$ cat config.mk
export PLATFORM = sky130hd
export DESIGN_NAME = aetr_regs
export DESIGN_NICKNAME = d
export VERILOG_FILES = /design/src/verilog/aetr_pkg.sv /design/src/verilog/aetr_region_classify.sv /design/src/verilog/aetr_derate_calc.sv /design/src/verilog/aetr_regs.sv
export SDC_FILE = /design/constraint.sdc
export NUM_CORES = 1
export LEC_CHECK = 0
export BUFFER_PORTS_ARGS = -buffer_cell sky130_fd_sc_hd__buf_2
export CAP_MARGIN = 20
export CORE_MARGIN = 4
export CORE_UTILIZATION = 45
export DETAILED_ROUTE_END_ITERATION = 12
export GPL_TIMING_DRIVEN = 0
export PLACE_DENSITY_LB_ADDON = 0.2
export SYNTH_ARGS = -nofsm -noshare
export SYNTH_HDL_FRONTEND = slang
export SYNTH_SLANG_ARGS = --single-unit
export TNS_END_PERCENT = 1
$ cat constraint.sdc
create_clock -name clk_in -period 4.15 [get_ports clk_in]
set_clock_uncertainty 0.15 [all_clocks]
set_input_delay 0.6225 -clock clk_in [delete_from_list [all_inputs] [get_ports clk_in]]
set_output_delay 0.6225 -clock clk_in [all_outputs]
set_load 0.01 [all_outputs]
$ cat src/verilog/aetr_pkg.sv
// Package of register offsets, field positions, reset values and types for the charger register bank.
package aetr_pkg;

	// Register offsets on the host register port.
	localparam logic [7:0] AETR_OFS_CHAN_EN = 8'h58;
	localparam logic [7:0] AETR_OFS_DERATE = 8'h61;
	localparam logic [7:0] AETR_OFS_COLD = 8'h62;
	localparam logic [7:0] AETR_OFS_COOL = 8'h63;
	localparam logic [7:0] AETR_OFS_WARM = 8'h64;
	localparam logic [7:0] AETR_OFS_HOT = 8'h65;
	localparam logic [7:0] AETR_OFS_PART_ID = 8'h6f;

	// Reset values.
	localparam logic [7:0] AETR_RST_CHAN_EN = 8'h00;
	localparam logic [7:0] AETR_RST_DERATE = 8'h34;
	localparam logic [7:0] AETR_RST_COLD = 8'h7c;
	localparam logic [7:0] AETR_RST_COOL = 8'h6d;
	localparam logic [7:0] AETR_RST_WARM = 8'h38;
	localparam logic [7:0] AETR_RST_HOT = 8'h27;

	// Part code is an arbitrary neutral value.
	localparam logic [7:0] AETR_PART_CODE = 8'h5a;

	// Channel enable bit positions.
	localparam int AETR_BIT_IN_CUR = 7;
	localparam int AETR_BIT_RAIL = 6;
	localparam int AETR_BIT_CHG_CUR = 5;
	localparam int AETR_BIT_IN_VOLT = 4;
	localparam int AETR_BIT_VBAT = 3;
	localparam int AETR_BIT_THERM = 2;
	localparam int AETR_BIT_AUX = 1;

	// Derate field positions.
	localparam int AETR_VRED_HI = 6;
	localparam int AETR_VRED_LO = 4;
	localparam int AETR_ISCL_HI = 2;
	localparam int AETR_ISCL_LO = 0;

	// Threshold weighting: LSB weight in microvolts, MSB 600 mV.
	localparam int AETR_THERM_LSB_UV = 4688;
	localparam int AETR_VRED_STEP_MV = 50;
	localparam logic [3:0] AETR_ISCL_EIGHTHS = 4'h8;

	typedef enum logic [2:0] {
		AETR_REG_COLD,
		AETR_REG_COOL,
		AETR_REG_NORMAL,
		AETR_REG_WARM,
		AETR_REG_HOT
	} aetr_region_type;

	// Individual measurement channel enables.
	typedef struct packed {
		logic input_current_meas_enable;
		logic system_rail_meas_enable;
		logic charge_current_meas_enable;
		logic input_voltage_meas_enable;
		logic battery_voltage_meas_enable;
		logic thermistor_meas_enable;
		logic aux_input_meas_enable;
	} aetr_chan_en_type;

	// Four region thresholds, in thermistor sense codes.
	typedef struct packed {
		logic [7:0] cold_threshold_value;
		logic [7:0] cool_threshold_value;
		logic [7:0] warm_threshold_value;
		logic [7:0] hot_threshold_value;
	} aetr_thresh_type;

	// Derating applied to the charger loops.
	typedef struct packed {
		logic [8:0] voltage_drop_mv;
		logic [3:0] current_eighths;
	} aetr_derate_type;

endpackage

$ cat src/verilog/aetr_region_classify.sv
// Thermistor region classifier comparing a sense code against four thresholds.
`timescale 1ns/1ps
module aetr_region_classify
	import aetr_pkg::*;
(
	// Clock and reset
	input wire logic clk_in,
	input wire logic rst_in,
	// Measurement and thresholds
	input wire logic [7:0] sense_code_in,
	input wire logic sense_valid_in,
	input wire aetr_thresh_type thresh_in,
	// Region result
	output aetr_region_type region_out
);

	// An NTC below ground bias gives a higher voltage when colder.
	wire aetr_region_type region_now;
	assign region_now = (sense_code_in >= thresh_in.cold_threshold_value) ? AETR_REG_COLD :
		(sense_code_in >= thresh_in.cool_threshold_value) ? AETR_REG_COOL :
		(sense_code_in <= thresh_in.hot_threshold_value) ? AETR_REG_HOT :
		(sense_code_in <= thresh_in.warm_threshold_value) ? AETR_REG_WARM :
		AETR_REG_NORMAL;

	// The region holds its last value while no fresh sample arrives.
	always_ff @(posedge clk_in) begin
		if (rst_in) begin
			region_out <= AETR_REG_NORMAL;
		end else if (sense_valid_in) begin
			region_out <= region_now;
		end
	end

endmodule

$ cat src/verilog/aetr_derate_calc.sv
// Converts derating codes and the present region into applied derating.
`timescale 1ns/1ps
module aetr_derate_calc
	import aetr_pkg::*;
(
	// Clock and reset
	input wire logic clk_in,
	input wire logic rst_in,
	// Settings and region
	input wire logic [2:0] warm_voltage_reduction_in,
	input wire logic [2:0] thermal_current_scale_in,
	input wire aetr_region_type region_in,
	// Applied derating
	output aetr_derate_type derate_out
);

	function automatic logic [8:0] volt_drop(input logic [2:0] code);
		volt_drop = 9'(code * AETR_VRED_STEP_MV);
	endfunction

	function automatic logic [3:0] cur_eighths(input logic [2:0] code);
		cur_eighths = AETR_ISCL_EIGHTHS - {1'b0, code};
	endfunction

	wire logic in_warm;
	wire logic in_cool_or_warm;
	assign in_warm = (region_in == AETR_REG_WARM);
	assign in_cool_or_warm = in_warm || (region_in == AETR_REG_COOL);

	// Current is cut in both cool and warm; voltage only in warm.
	always_ff @(posedge clk_in) begin
		if (rst_in) begin
			derate_out <= '{voltage_drop_mv: 9'h000, current_eighths: AETR_ISCL_EIGHTHS};
		end else begin
			derate_out.voltage_drop_mv <= in_warm ?
				volt_drop(warm_voltage_reduction_in) : 9'h000;
			derate_out.current_eighths <= in_cool_or_warm ?
				cur_eighths(thermal_current_scale_in) : AETR_ISCL_EIGHTHS;
		end
	end

endmodule

$ cat src/verilog/aetr_regs.sv
// Converter channel enable, thermal derating and thermistor threshold register bank.
// Function
// Bit 7 enables input current conversions; zero disables them.
// Bit 6 gates system rail, bit 5 charge current measurement.
// Bit 4 gates input voltage, bit 3 battery voltage measurement.
// Bit 2 gates thermistor, bit 1 auxiliary input measurement.
// Channel enable register at 0x58 resets to zero; bit 0 reserved read-write.
// Warm voltage reduction bits 6-4, code times 50 mV, reset 011.
// Current scale bits 2-0, each code removes one eighth, reset 100.
// Thresholds binary weighted, LSB 4.688 mV up to MSB 600 mV.
// Cold threshold at 0x62 is read-write, resets to 0x7C.
// Cool threshold at 0x63 is read-write, resets to 0x6D.
// Warm threshold at 0x64 is read-write, resets to 0x38.
// Hot threshold at 0x65 is read-write, resets to 0x27.
// Read-only part code at 0x6F ignores writes.
// Classify thermistor into five regions and apply derating there.
`timescale 1ns/1ps
module aetr_regs
	import aetr_pkg::*;
(
	// Clock and reset
	input wire logic clk_in,
	input wire logic rst_in,
	// Register port from the host serial interface
	input wire logic [7:0] reg_addr_in,
	input wire logic [7:0] reg_wdata_in,
	input wire logic reg_wr_in,
	input wire logic reg_rd_in,
	output logic [7:0] reg_rdata_out,
	output logic reg_rvalid_out,
	// Thermistor measurement from the converter
	input wire logic [7:0] therm_code_in,
	input wire logic therm_valid_in,
	// Channel enables to the converter sequencer
	output aetr_chan_en_type chan_en_out,
	// Thermal state and derating to the charger loops
	output aetr_region_type region_out,
	output aetr_derate_type derate_out
);

	logic [7:0] chan_en_reg;
	logic [7:0] derate_reg;
	logic [7:0] cold_reg;
	logic [7:0] cool_reg;
	logic [7:0] warm_reg;
	logic [7:0] hot_reg;
	logic [7:0] rdata_next;

	wire logic wr_chan_en;
	wire logic wr_derate;
	wire logic wr_cold;
	wire logic wr_cool;
	wire logic wr_warm;
	wire logic wr_hot;
	assign wr_chan_en = reg_wr_in && (reg_addr_in == AETR_OFS_CHAN_EN);
	assign wr_derate = reg_wr_in && (reg_addr_in == AETR_OFS_DERATE);
	assign wr_cold = reg_wr_in && (reg_addr_in == AETR_OFS_COLD);
	assign wr_cool = reg_wr_in && (reg_addr_in == AETR_OFS_COOL);
	assign wr_warm = reg_wr_in && (reg_addr_in == AETR_OFS_WARM);
	assign wr_hot = reg_wr_in && (reg_addr_in == AETR_OFS_HOT);

	// Every bit of these registers is read-write, reserved bits included.
	always_ff @(posedge clk_in) begin
		if (rst_in) begin
			chan_en_reg <= AETR_RST_CHAN_EN;
			derate_reg <= AETR_RST_DERATE;
			cold_reg <= AETR_RST_COLD;
			cool_reg <= AETR_RST_COOL;
			warm_reg <= AETR_RST_WARM;
			hot_reg <= AETR_RST_HOT;
		end else begin
			if (wr_chan_en) chan_en_reg <= reg_wdata_in;
			if (wr_derate) derate_reg <= reg_wdata_in;
			if (wr_cold) cold_reg <= reg_wdata_in;
			if (wr_cool) cool_reg <= reg_wdata_in;
			if (wr_warm) warm_reg <= reg_wdata_in;
			if (wr_hot) hot_reg <= reg_wdata_in;
		end
	end

	// Unmapped offsets read zero; the part code has no write path at all.
	always_comb begin
		case (reg_addr_in)
			AETR_OFS_CHAN_EN: rdata_next = chan_en_reg;
			AETR_OFS_DERATE: rdata_next = derate_reg;
			AETR_OFS_COLD: rdata_next = cold_reg;
			AETR_OFS_COOL: rdata_next = cool_reg;
			AETR_OFS_WARM: rdata_next = warm_reg;
			AETR_OFS_HOT: rdata_next = hot_reg;
			AETR_OFS_PART_ID: rdata_next = AETR_PART_CODE;
			default: rdata_next = 8'h00;
		endcase
	end

	always_ff @(posedge clk_in) begin
		if (rst_in) begin
			reg_rdata_out <= 8'h00;
			reg_rvalid_out <= 1'b0;
		end else begin
			reg_rvalid_out <= reg_rd_in;
			if (reg_rd_in) reg_rdata_out <= rdata_next;
		end
	end

	// Enables are registered copies so the sequencer sees a clean level.
	always_ff @(posedge clk_in) begin
		if (rst_in) begin
			chan_en_out <= '0;
		end else begin
			chan_en_out.input_current_meas_enable <= chan_en_reg[AETR_BIT_IN_CUR];
			chan_en_out.system_rail_meas_enable <= chan_en_reg[AETR_BIT_RAIL];
			chan_en_out.charge_current_meas_enable <= chan_en_reg[AETR_BIT_CHG_CUR];
			chan_en_out.input_voltage_meas_enable <= chan_en_reg[AETR_BIT_IN_VOLT];
			chan_en_out.battery_voltage_meas_enable <= chan_en_reg[AETR_BIT_VBAT];
			chan_en_out.thermistor_meas_enable <= chan_en_reg[AETR_BIT_THERM];
			chan_en_out.aux_input_meas_enable <= chan_en_reg[AETR_BIT_AUX];
		end
	end

	wire aetr_thresh_type thresh;
	assign thresh = '{cold_threshold_value: cold_reg, cool_threshold_value: cool_reg,
		warm_threshold_value: warm_reg, hot_threshold_value: hot_reg};

	// Samples only count while the thermistor channel is enabled.
	wire logic therm_sample;
	assign therm_sample = therm_valid_in && chan_en_reg[AETR_BIT_THERM];

	aetr_region_classify u_classify (
		.clk_in(clk_in),
		.rst_in(rst_in),
		.sense_code_in(therm_code_in),
		.sense_valid_in(therm_sample),
		.thresh_in(thresh),
		.region_out(region_out)
	);

	aetr_derate_calc u_derate (
		.clk_in(clk_in),
		.rst_in(rst_in),
		.warm_voltage_reduction_in(derate_reg[AETR_VRED_HI:AETR_VRED_LO]),
		.thermal_current_scale_in(derate_reg[AETR_ISCL_HI:AETR_ISCL_LO]),
		.region_in(region_out),
		.derate_out(derate_out)
	);

endmodule

==> results.py, run 1 <==
metrics = {
    "logic_synthesis": {
        "synthDistinctLibCells": 58,
        "syn_area_per_cell_um2": 9.437,
        "synthesis.nets": 492,
        "synth-seq-cells": 78,
        "async_reset_ff_share_pct": 0,
        "synth_cells": 426,
        "synth_top_area_share_pct": 38.84,
        "syn_area_um2": 4020,
        "ys_seq_area_share_pct": 38.84,
        "yosys-top-cells-area": "dfxtp_1 (39%), ha_1 (12%), mux2i_1 (10%)",
        "yosysTopAreaCell": "dfxtp_1",
        "ys.flop_type": "dfxtp_1",
        "synth_warnings": 0,
        "synth_edf_count": 0,
    },
    "route": {
        "first_pass_iters": 5,
        "drcViolationCount": 0,
        "vias": 3313,
        "routed_wl_mm": 10.35,
        "drtIter0Drc": 141,
        "ant_nets": 0,
        "wl_per_cell_um": 17.05,
        "avgViaCountPerCell": 5.458,
    },
    "finish": {
        "antenna_cells": 0,
        "largest_register": "u_derate.derate_out",
        "drive_gt1_share_pct": 19.44,
        "largest_reg_flops": 11,
        "area_delta_synth_final_pct": 16.00,
        "final_common_cell": "dfxtp_1",
        "fin_nets": 560,
        "final_cell_mix": "dfxtp_1 (78), buf_2 (62), mux2i_1 (41), nand2_1 (40), ha_1 (37)",
        "filler_cell_count": 835,
        "fin_cells": 607,
    },
    "clock_network": {
        "insertion_delay_ns": 0.35,
        "clockRootBuffer": "clkbuf_8",
        "cts_made_buffers": 9,
        "postCtsSetupBuffers": 0,
        "cts_max_path_buffers": 2,
        "htreeDepth": 3,
        "tritoncts": "built",
        "cts_resized": 0,
        "cts.sink_count": 78,
        "ctsHoldBuffers": 0,
        "path_clk_slew_ns": 0.08,
    },
    "die": {
        "die_height_um": 102.5,
        "start_util_pct": 46.10,
        "die_w_um": 102.5,
        "rows": 34,
        "dieArea_um2": 10510,
        "io_pins": 61,
        "core-area_um2": 8721,
    },
    "global_route": {
        "grt_remaining_overflow": 0,
        "grt_usage_pct": 20.30,
        "grt_pass1_vias": 3132,
        "grt_pass1_wl_mm": 15.99,
        "grt_max_degree": 14,
        "antenna_found_initial": 0,
    },
    "sta": {
        "drv_slew": 0,
        "setup_viol": 0,
        "period_needed_ns": 2.288,
        "period_share_pct": 55.14,
        "relSlewSlack_pct": 60.15,
        "hold_viol_final": 0,
        "fmax_mhz": 437.0,
        "tightest_slew_ns": 0.5978,
        "rsz0062_at_grt": "no",
        "tns_ns": 0,
        "hold_ws_ns": 0.3281,
    },
    "place": {
        "detailed_place_hpwl_mm": 8.082,
        "gp_congestion": 0.8873,
        "placedCellCount": 591,
        "portBuffers": 57,
    },
    "setup_path": {
        "end_kind": "flop",
        "worstPathArrival_ns": 2.40,
        "worstPathMaxFanout": 4,
        "crit_path_start_kind": "input pin",
        "crit_type": "in -> reg",
        "critPathRequiredTime_ns": 4.26,
    },
    "hold_path": {
        "hold_path.class": "reg -> reg",
    },
    "pwr": {
        "powerDensity_nw_per_um2": 323.4,
        "cellLeakagePower_uw": 0.002229,
        "vdd_ir_drop_max_v": 0.0001931,
    },
    "job": {
        "maxCapViolCount": 0,
    },
    "status": {
        "status": "completed",
    },
}
-- where the power goes --
part / leakage (uW) / internal [uW] / switching [uW]
logic: 0.00149 / 40.9 / 75.4
registers: 0.000629 / 749 / 0.675
clock network: 0.000110 / 357 / 285
total: 0.00223 / 1150 / 361
-- final timing paths --
kind                               startpoint  cells past startpoint  slack (ns)                               endpoint
hold reg to reg   chan_en_reg[0]$_SDFFE_PP0P_                      2        0.33            chan_en_reg[0]$_SDFFE_PP0P_
setup reg to reg     warm_reg[5]$_SDFFE_PP1P_                      7        1.89  u_classify.region_out[0]$_SDFFE_PP0P_
hold / removal    chan_en_reg[0]$_SDFFE_PP0P_                      2        0.33            chan_en_reg[0]$_SDFFE_PP0P_
setup / recovery             therm_code_in[5]                      7        1.86  u_classify.region_out[0]$_SDFFE_PP0P_
-- routing by layer --
metal	routed length [um]	GRT usage (%)	up-vias
li1	-	-	1651
met1	4593	26.64	1542
met2	4802	33.02	98
met3	666	3.248	22
met4	287	8.880	0
met5	0	0	-
-- synthesized netlist by cell type (all sizes together), types with 5 or more instances --
cell and count:
a21oi 14, nor2 29, nand4 8, clkbuf 9, a22oi 5, nor2b 11
and3 9, buf 9, a22o 14, o21ai 7, ha 37, o211ai 12
dfxtp 78, nand2 42, nand2b 6, inv 35, mux2i 41, nand3 10
-- worst max-delay path, stage by stage --
cell and delay (ns):
buf_2 0.14, ha_1 0.31, a211oi_1 0.29, o21ai_0 0.14
a2111oi_0 0.40, o31ai_1 0.18, a221oi_1 0.31
-- kinds of logic (layout without fill, tap and decap cells) --
family,Yosys count,count (layout),share of synthesized area (%)
other cells,1,1,0.09328
flops,78,78,38.84
simple gates,132,132,17.68
xor+xnor,2,2,0.4358
fa+ha+maj,37,37,11.52
mux,45,45,11.33
buf+inv,54,127,5.758
compound gates,77,77,14.35
-- per-stage QoR --
| stage | utilization [%] | instance area, um^2 | power [uW] | setup WS [ns] |
|---|---|---|---|---|
| final | 53.47 | 4663 | 1508 | 1.862 |
| after global routing | 53.47 | 4663 | 1556 | 1.656 |
| after CTS | 53.47 | 4663 | 1514 | 1.821 |
| after detailed placement | 50.92 | 4441 | 882.8 | 1.453 |
| after global placement | 50.92 | 4441 | 879.2 | 1.454 |
| after floorplan | - | 4020 | 829.6 | 1.893 |
-- area by class of cell --
| type | count | area, um^2 | share of cell area, % |
|---|---|---|---|
| buffer | 18 | 96.34 | 2.066 |
| clock buffer | 11 | 141.4 | 3.032 |
| clock inverter | 5 | 81.33 | 1.744 |
| inverter | 36 | 135.1 | 2.898 |
| multi-input combinational | 294 | 2227 | 47.76 |
| sequential | 78 | 1562 | 33.49 |
| tap | 108 | 135.1 | 2.898 |
| timing repair buffer | 57 | 285.3 | 6.118 |
Note: power is estimated with default switching activity, not from simulation.
==> inputs of run 2 (changes only) <==
--- a/config.mk
+++ b/config.mk
@@ -5,6 +5,7 @@
 export SDC_FILE = /design/constraint.sdc
 export NUM_CORES = 1
 export LEC_CHECK = 0
+export ABC_AREA = 1
 export BUFFER_PORTS_ARGS = -buffer_cell sky130_fd_sc_hd__buf_2
 export CAP_MARGIN = 20
 export CORE_MARGIN = 4
==> constraint.sdc (replaced) <==
create_clock -name clk_in -period 2.4 [get_ports clk_in]
set_clock_uncertainty 0.15 [all_clocks]
set_input_delay 0.36 -clock clk_in [delete_from_list [all_inputs] [get_ports clk_in]]
set_output_delay 0.36 -clock clk_in [all_outputs]
set_load 0.01 [all_outputs]
==> results.py, run 2 <==
metrics = {
    "logic_synthesis": {
        "synthesis.nets": 637,
        "ys_seq_area_share_pct": 37.48,
        "synth-seq-cells": 78,
        "syn_area_per_cell_um2": 7.297,
        "synth_top_area_share_pct": 37.48,
        "synth_cells": 571,
        "yosysTopAreaCell": "dfxtp_1",
        "ys.flop_type": "dfxtp_1",
        "async_reset_ff_share_pct": 0,
        "yosysMostFrequentCell": "nand2_1",
        "synth_edf_count": 0,
        "syn_area_um2": 4166,
        "yosys-top-cells-area": "dfxtp_1 (37%), ha_1 (11%), nand2_1 (10%)",
        "yosys-top-cells-count": "nand2_1 (112), dfxtp_1 (78), inv_1 (74)",
        "synthDistinctLibCells": 36,
        "synth_warnings": 0,
    },
    "setup_path": {
        "rr_endpoint": "u_classify.region_out[2]$_SDFFE_PP0P_",
        "slowest_stage": "dfxtp_1",
        "end_kind": "flop",
        "crit_path_start_kind": "flop",
        "crit_top_cell": "nand2_1",
        "crit_type": "reg -> reg",
        "endpoint": "u_classify.region_out[2]$_SDFFE_PP0P_",
        "worstPathArrival_ns": 1.98,
        "slowest_delay_ns": 0.42,
        "r2r_slack_ns": 0.56,
        "worstPathMaxFanout": 3,
        "path_cells": "inv_1, ha_1, nand2_1, nand2_1, nand2_1, nand3_1, a21oi_1, nand3_1, a21oi_1",
        "cpLargestDelayFamily": "compound AO/OA/AOI/OAI gates",
        "cp_num_buf_inv": 1,
        "critPathRequiredTime_ns": 2.54,
        "worstRegToRegCells": 9,
        "r2r_start": "cool_reg[6]$_SDFFE_PP1P_",
        "crit_cells": 9,
        "critical_path.startpoint": "cool_reg[6]$_SDFFE_PP1P_",
    },
    "clock_network": {
        "insertion_delay_ns": 0.36,
        "clockRootBuffer": "clkbuf_8",
        "tritoncts": "built",
        "path_clk_slew_ns": 0.08,
        "cts_made_buffers": 9,
        "htreeDepth": 3,
        "postCtsSetupBuffers": 0,
        "cts_max_path_buffers": 2,
        "cts.sink_count": 78,
        "cts_resized": 0,
        "ctsHoldBuffers": 0,
    },
    "pwr": {
        "switchingPower_uw": 648.2,
        "internal_power_uw": 2086,
        "power_frac_seq_pct": 47.5,
        "finalPower_uw": 2734,
        "powerDensity_nw_per_um2": 565.0,
        "vdd_ir_drop_max_v": 0.0004176,
        "swShare_pct": 23.71,
        "power_frac_comb_pct": 7.9,
        "cellLeakagePower_uw": 0.002443,
        "clkPwrFrac_pct": 44.6,
    },
    "global_route": {
        "grt_remaining_overflow": 0,
        "grt_usage_pct": 22.17,
        "antenna_found_initial": 0,
        "grt_pass1_vias": 3767,
        "grt_max_degree": 14,
        "grt_pass1_wl_mm": 18.85,
    },
    "finish": {
        "area_delta_synth_final_pct": 16.16,
        "final_cell_mix": "nand2_1 (112), dfxtp_1 (78), inv_1 (74), nor2_1 (63), buf_2 (60)",
        "fin_nets": 706,
        "final_common_cell": "nand2_1",
        "fin_util_pct": 54.69,
        "largest_reg_flops": 11,
        "largest_register": "u_derate.derate_out",
        "drive_gt1_share_pct": 16.43,
        "antenna_cells": 0,
    },
    "route": {
        "first_pass_iters": 5,
        "wl_per_cell_um": 15.67,
        "avgViaCountPerCell": 5.260,
        "vias": 3961,
        "ant_nets": 0,
        "drtIter0Drc": 260,
        "drcViolationCount": 0,
        "routed_wl_mm": 11.80,
    },
    "sta": {
        "hold_ws_ns": 0.1533,
        "period_share_pct": 76.86,
        "drv_slew": 0,
        "rsz0062_at_grt": "no",
        "fmax_mhz": 542.1,
        "setup_viol": 0,
        "tns_ns": 0,
        "relSlewSlack_pct": 50.34,
        "hold_viol_final": 0,
        "period_needed_ns": 1.845,
        "tightest_slew_ns": 0.7393,
    },
    "place": {
        "gp_congestion": 0.9245,
        "portBuffers": 58,
        "detailed_place_hpwl_mm": 9.388,
    },
    "die": {
        "start_util_pct": 47.09,
        "die_w_um": 104.2,
        "die_height_um": 104.2,
        "rows": 34,
        "dieArea_um2": 10860,
        "io_pins": 61,
        "core-area_um2": 8848,
    },
    "hold_path": {
        "hold_path.class": "in -> reg",
    },
    "job": {
        "maxCapViolCount": 0,
    },
    "status": {
        "status": "completed",
    },
}
run 2: changes by cell type after synthesis, sizes merged, moves of 40 or more:
cell,change
inv,+42
a21oi,+43
nor2,+40
nand3,+45
nand2,+75
mux2i,-41
run 2: cell type report:
cell class                      instances  area [um^2]
Clock inverter                          5        106.4
Inverter                               79        301.5
Multi-Input combinational cell        397         2203
Buffer                                 17        100.1
Tap cell                              108        135.1
Fill cell                             874         4009
Sequential cell                        78         1562
Timing Repair Buffer                   58        290.3
Clock buffer                           11        141.4
run 2: how the worst min path moves through the flow:
stage,from,to,slack (ns),cells after the start
CTS,reg_wdata_in[3],cold_reg[3]$_SDFFE_PP1P_,0.14,3
detailed placement,chan_en_reg[0]$_SDFFE_PP0P_,chan_en_reg[0]$_SDFFE_PP0P_,0.30,2
global route,reg_wdata_in[3],cold_reg[3]$_SDFFE_PP1P_,0.15,3
global placement,chan_en_reg[0]$_SDFFE_PP0P_,chan_en_reg[0]$_SDFFE_PP0P_,0.29,2
finish,reg_wdata_in[3],cold_reg[3]$_SDFFE_PP1P_,0.15,3
floorplan,chan_en_reg[1]$_SDFFE_PP0P_,chan_en_out[0]$_SDFF_PP0_,0.28,2
run 2: power groups by stage:
stage,combinational (uW),sequential [uW],clock (uW)
2_1_floorplan,127,1330,0
3_3_place_gp,209,1330,0
3_5_place_dp,215,1330,0
4_1_cts,216,1300,1230
5_1_grt,243,1300,1270
6_report,217,1300,1220
run 2: stage by stage:
step           worst slack [ns]  instances  instance area, um^2
4_1_cts                  0.5810        753                 4840
3_5_place_dp             0.2263        737                 4592
6_report                 0.5554        753                 4840
2_1_floorplan            0.8936        571                 4167
5_1_grt                  0.4487        753                 4840
3_3_place_gp             0.2639        737                 4592
run 2: worst reg2reg max path: stages, from the launching register on:
cell     delay (ns)
dfxtp_1        0.42
inv_1          0.07
ha_1           0.31
nand2_1        0.08
nand2_1        0.05
nand2_1        0.05
nand3_1        0.07
a21oi_1        0.31
nand3_1        0.13
a21oi_1        0.13
run 2: layer usage:
metal	track usage (%)	share of wire, %	up-vias
met1	27.30	44	1811
met4	9.402	3.6	0
met3	4.593	6.0	27
met5	0	0	-
met2	37.51	46	136
li1	-	-	1987
run 2: kinds of logic after synthesis:
family / count (synthesis) / synth area share [%]
other: 1 / 0.09000
XOR/XNOR: 2 / 0.4205
flip-flops: 78 / 37.48
AO/OA/AOI/OAI: 107 / 14.11
buffers and inverters: 96 / 9.640
AND/OR/NAND/NOR: 250 / 27.15
adder cells (fa/ha/maj): 37 / 11.11
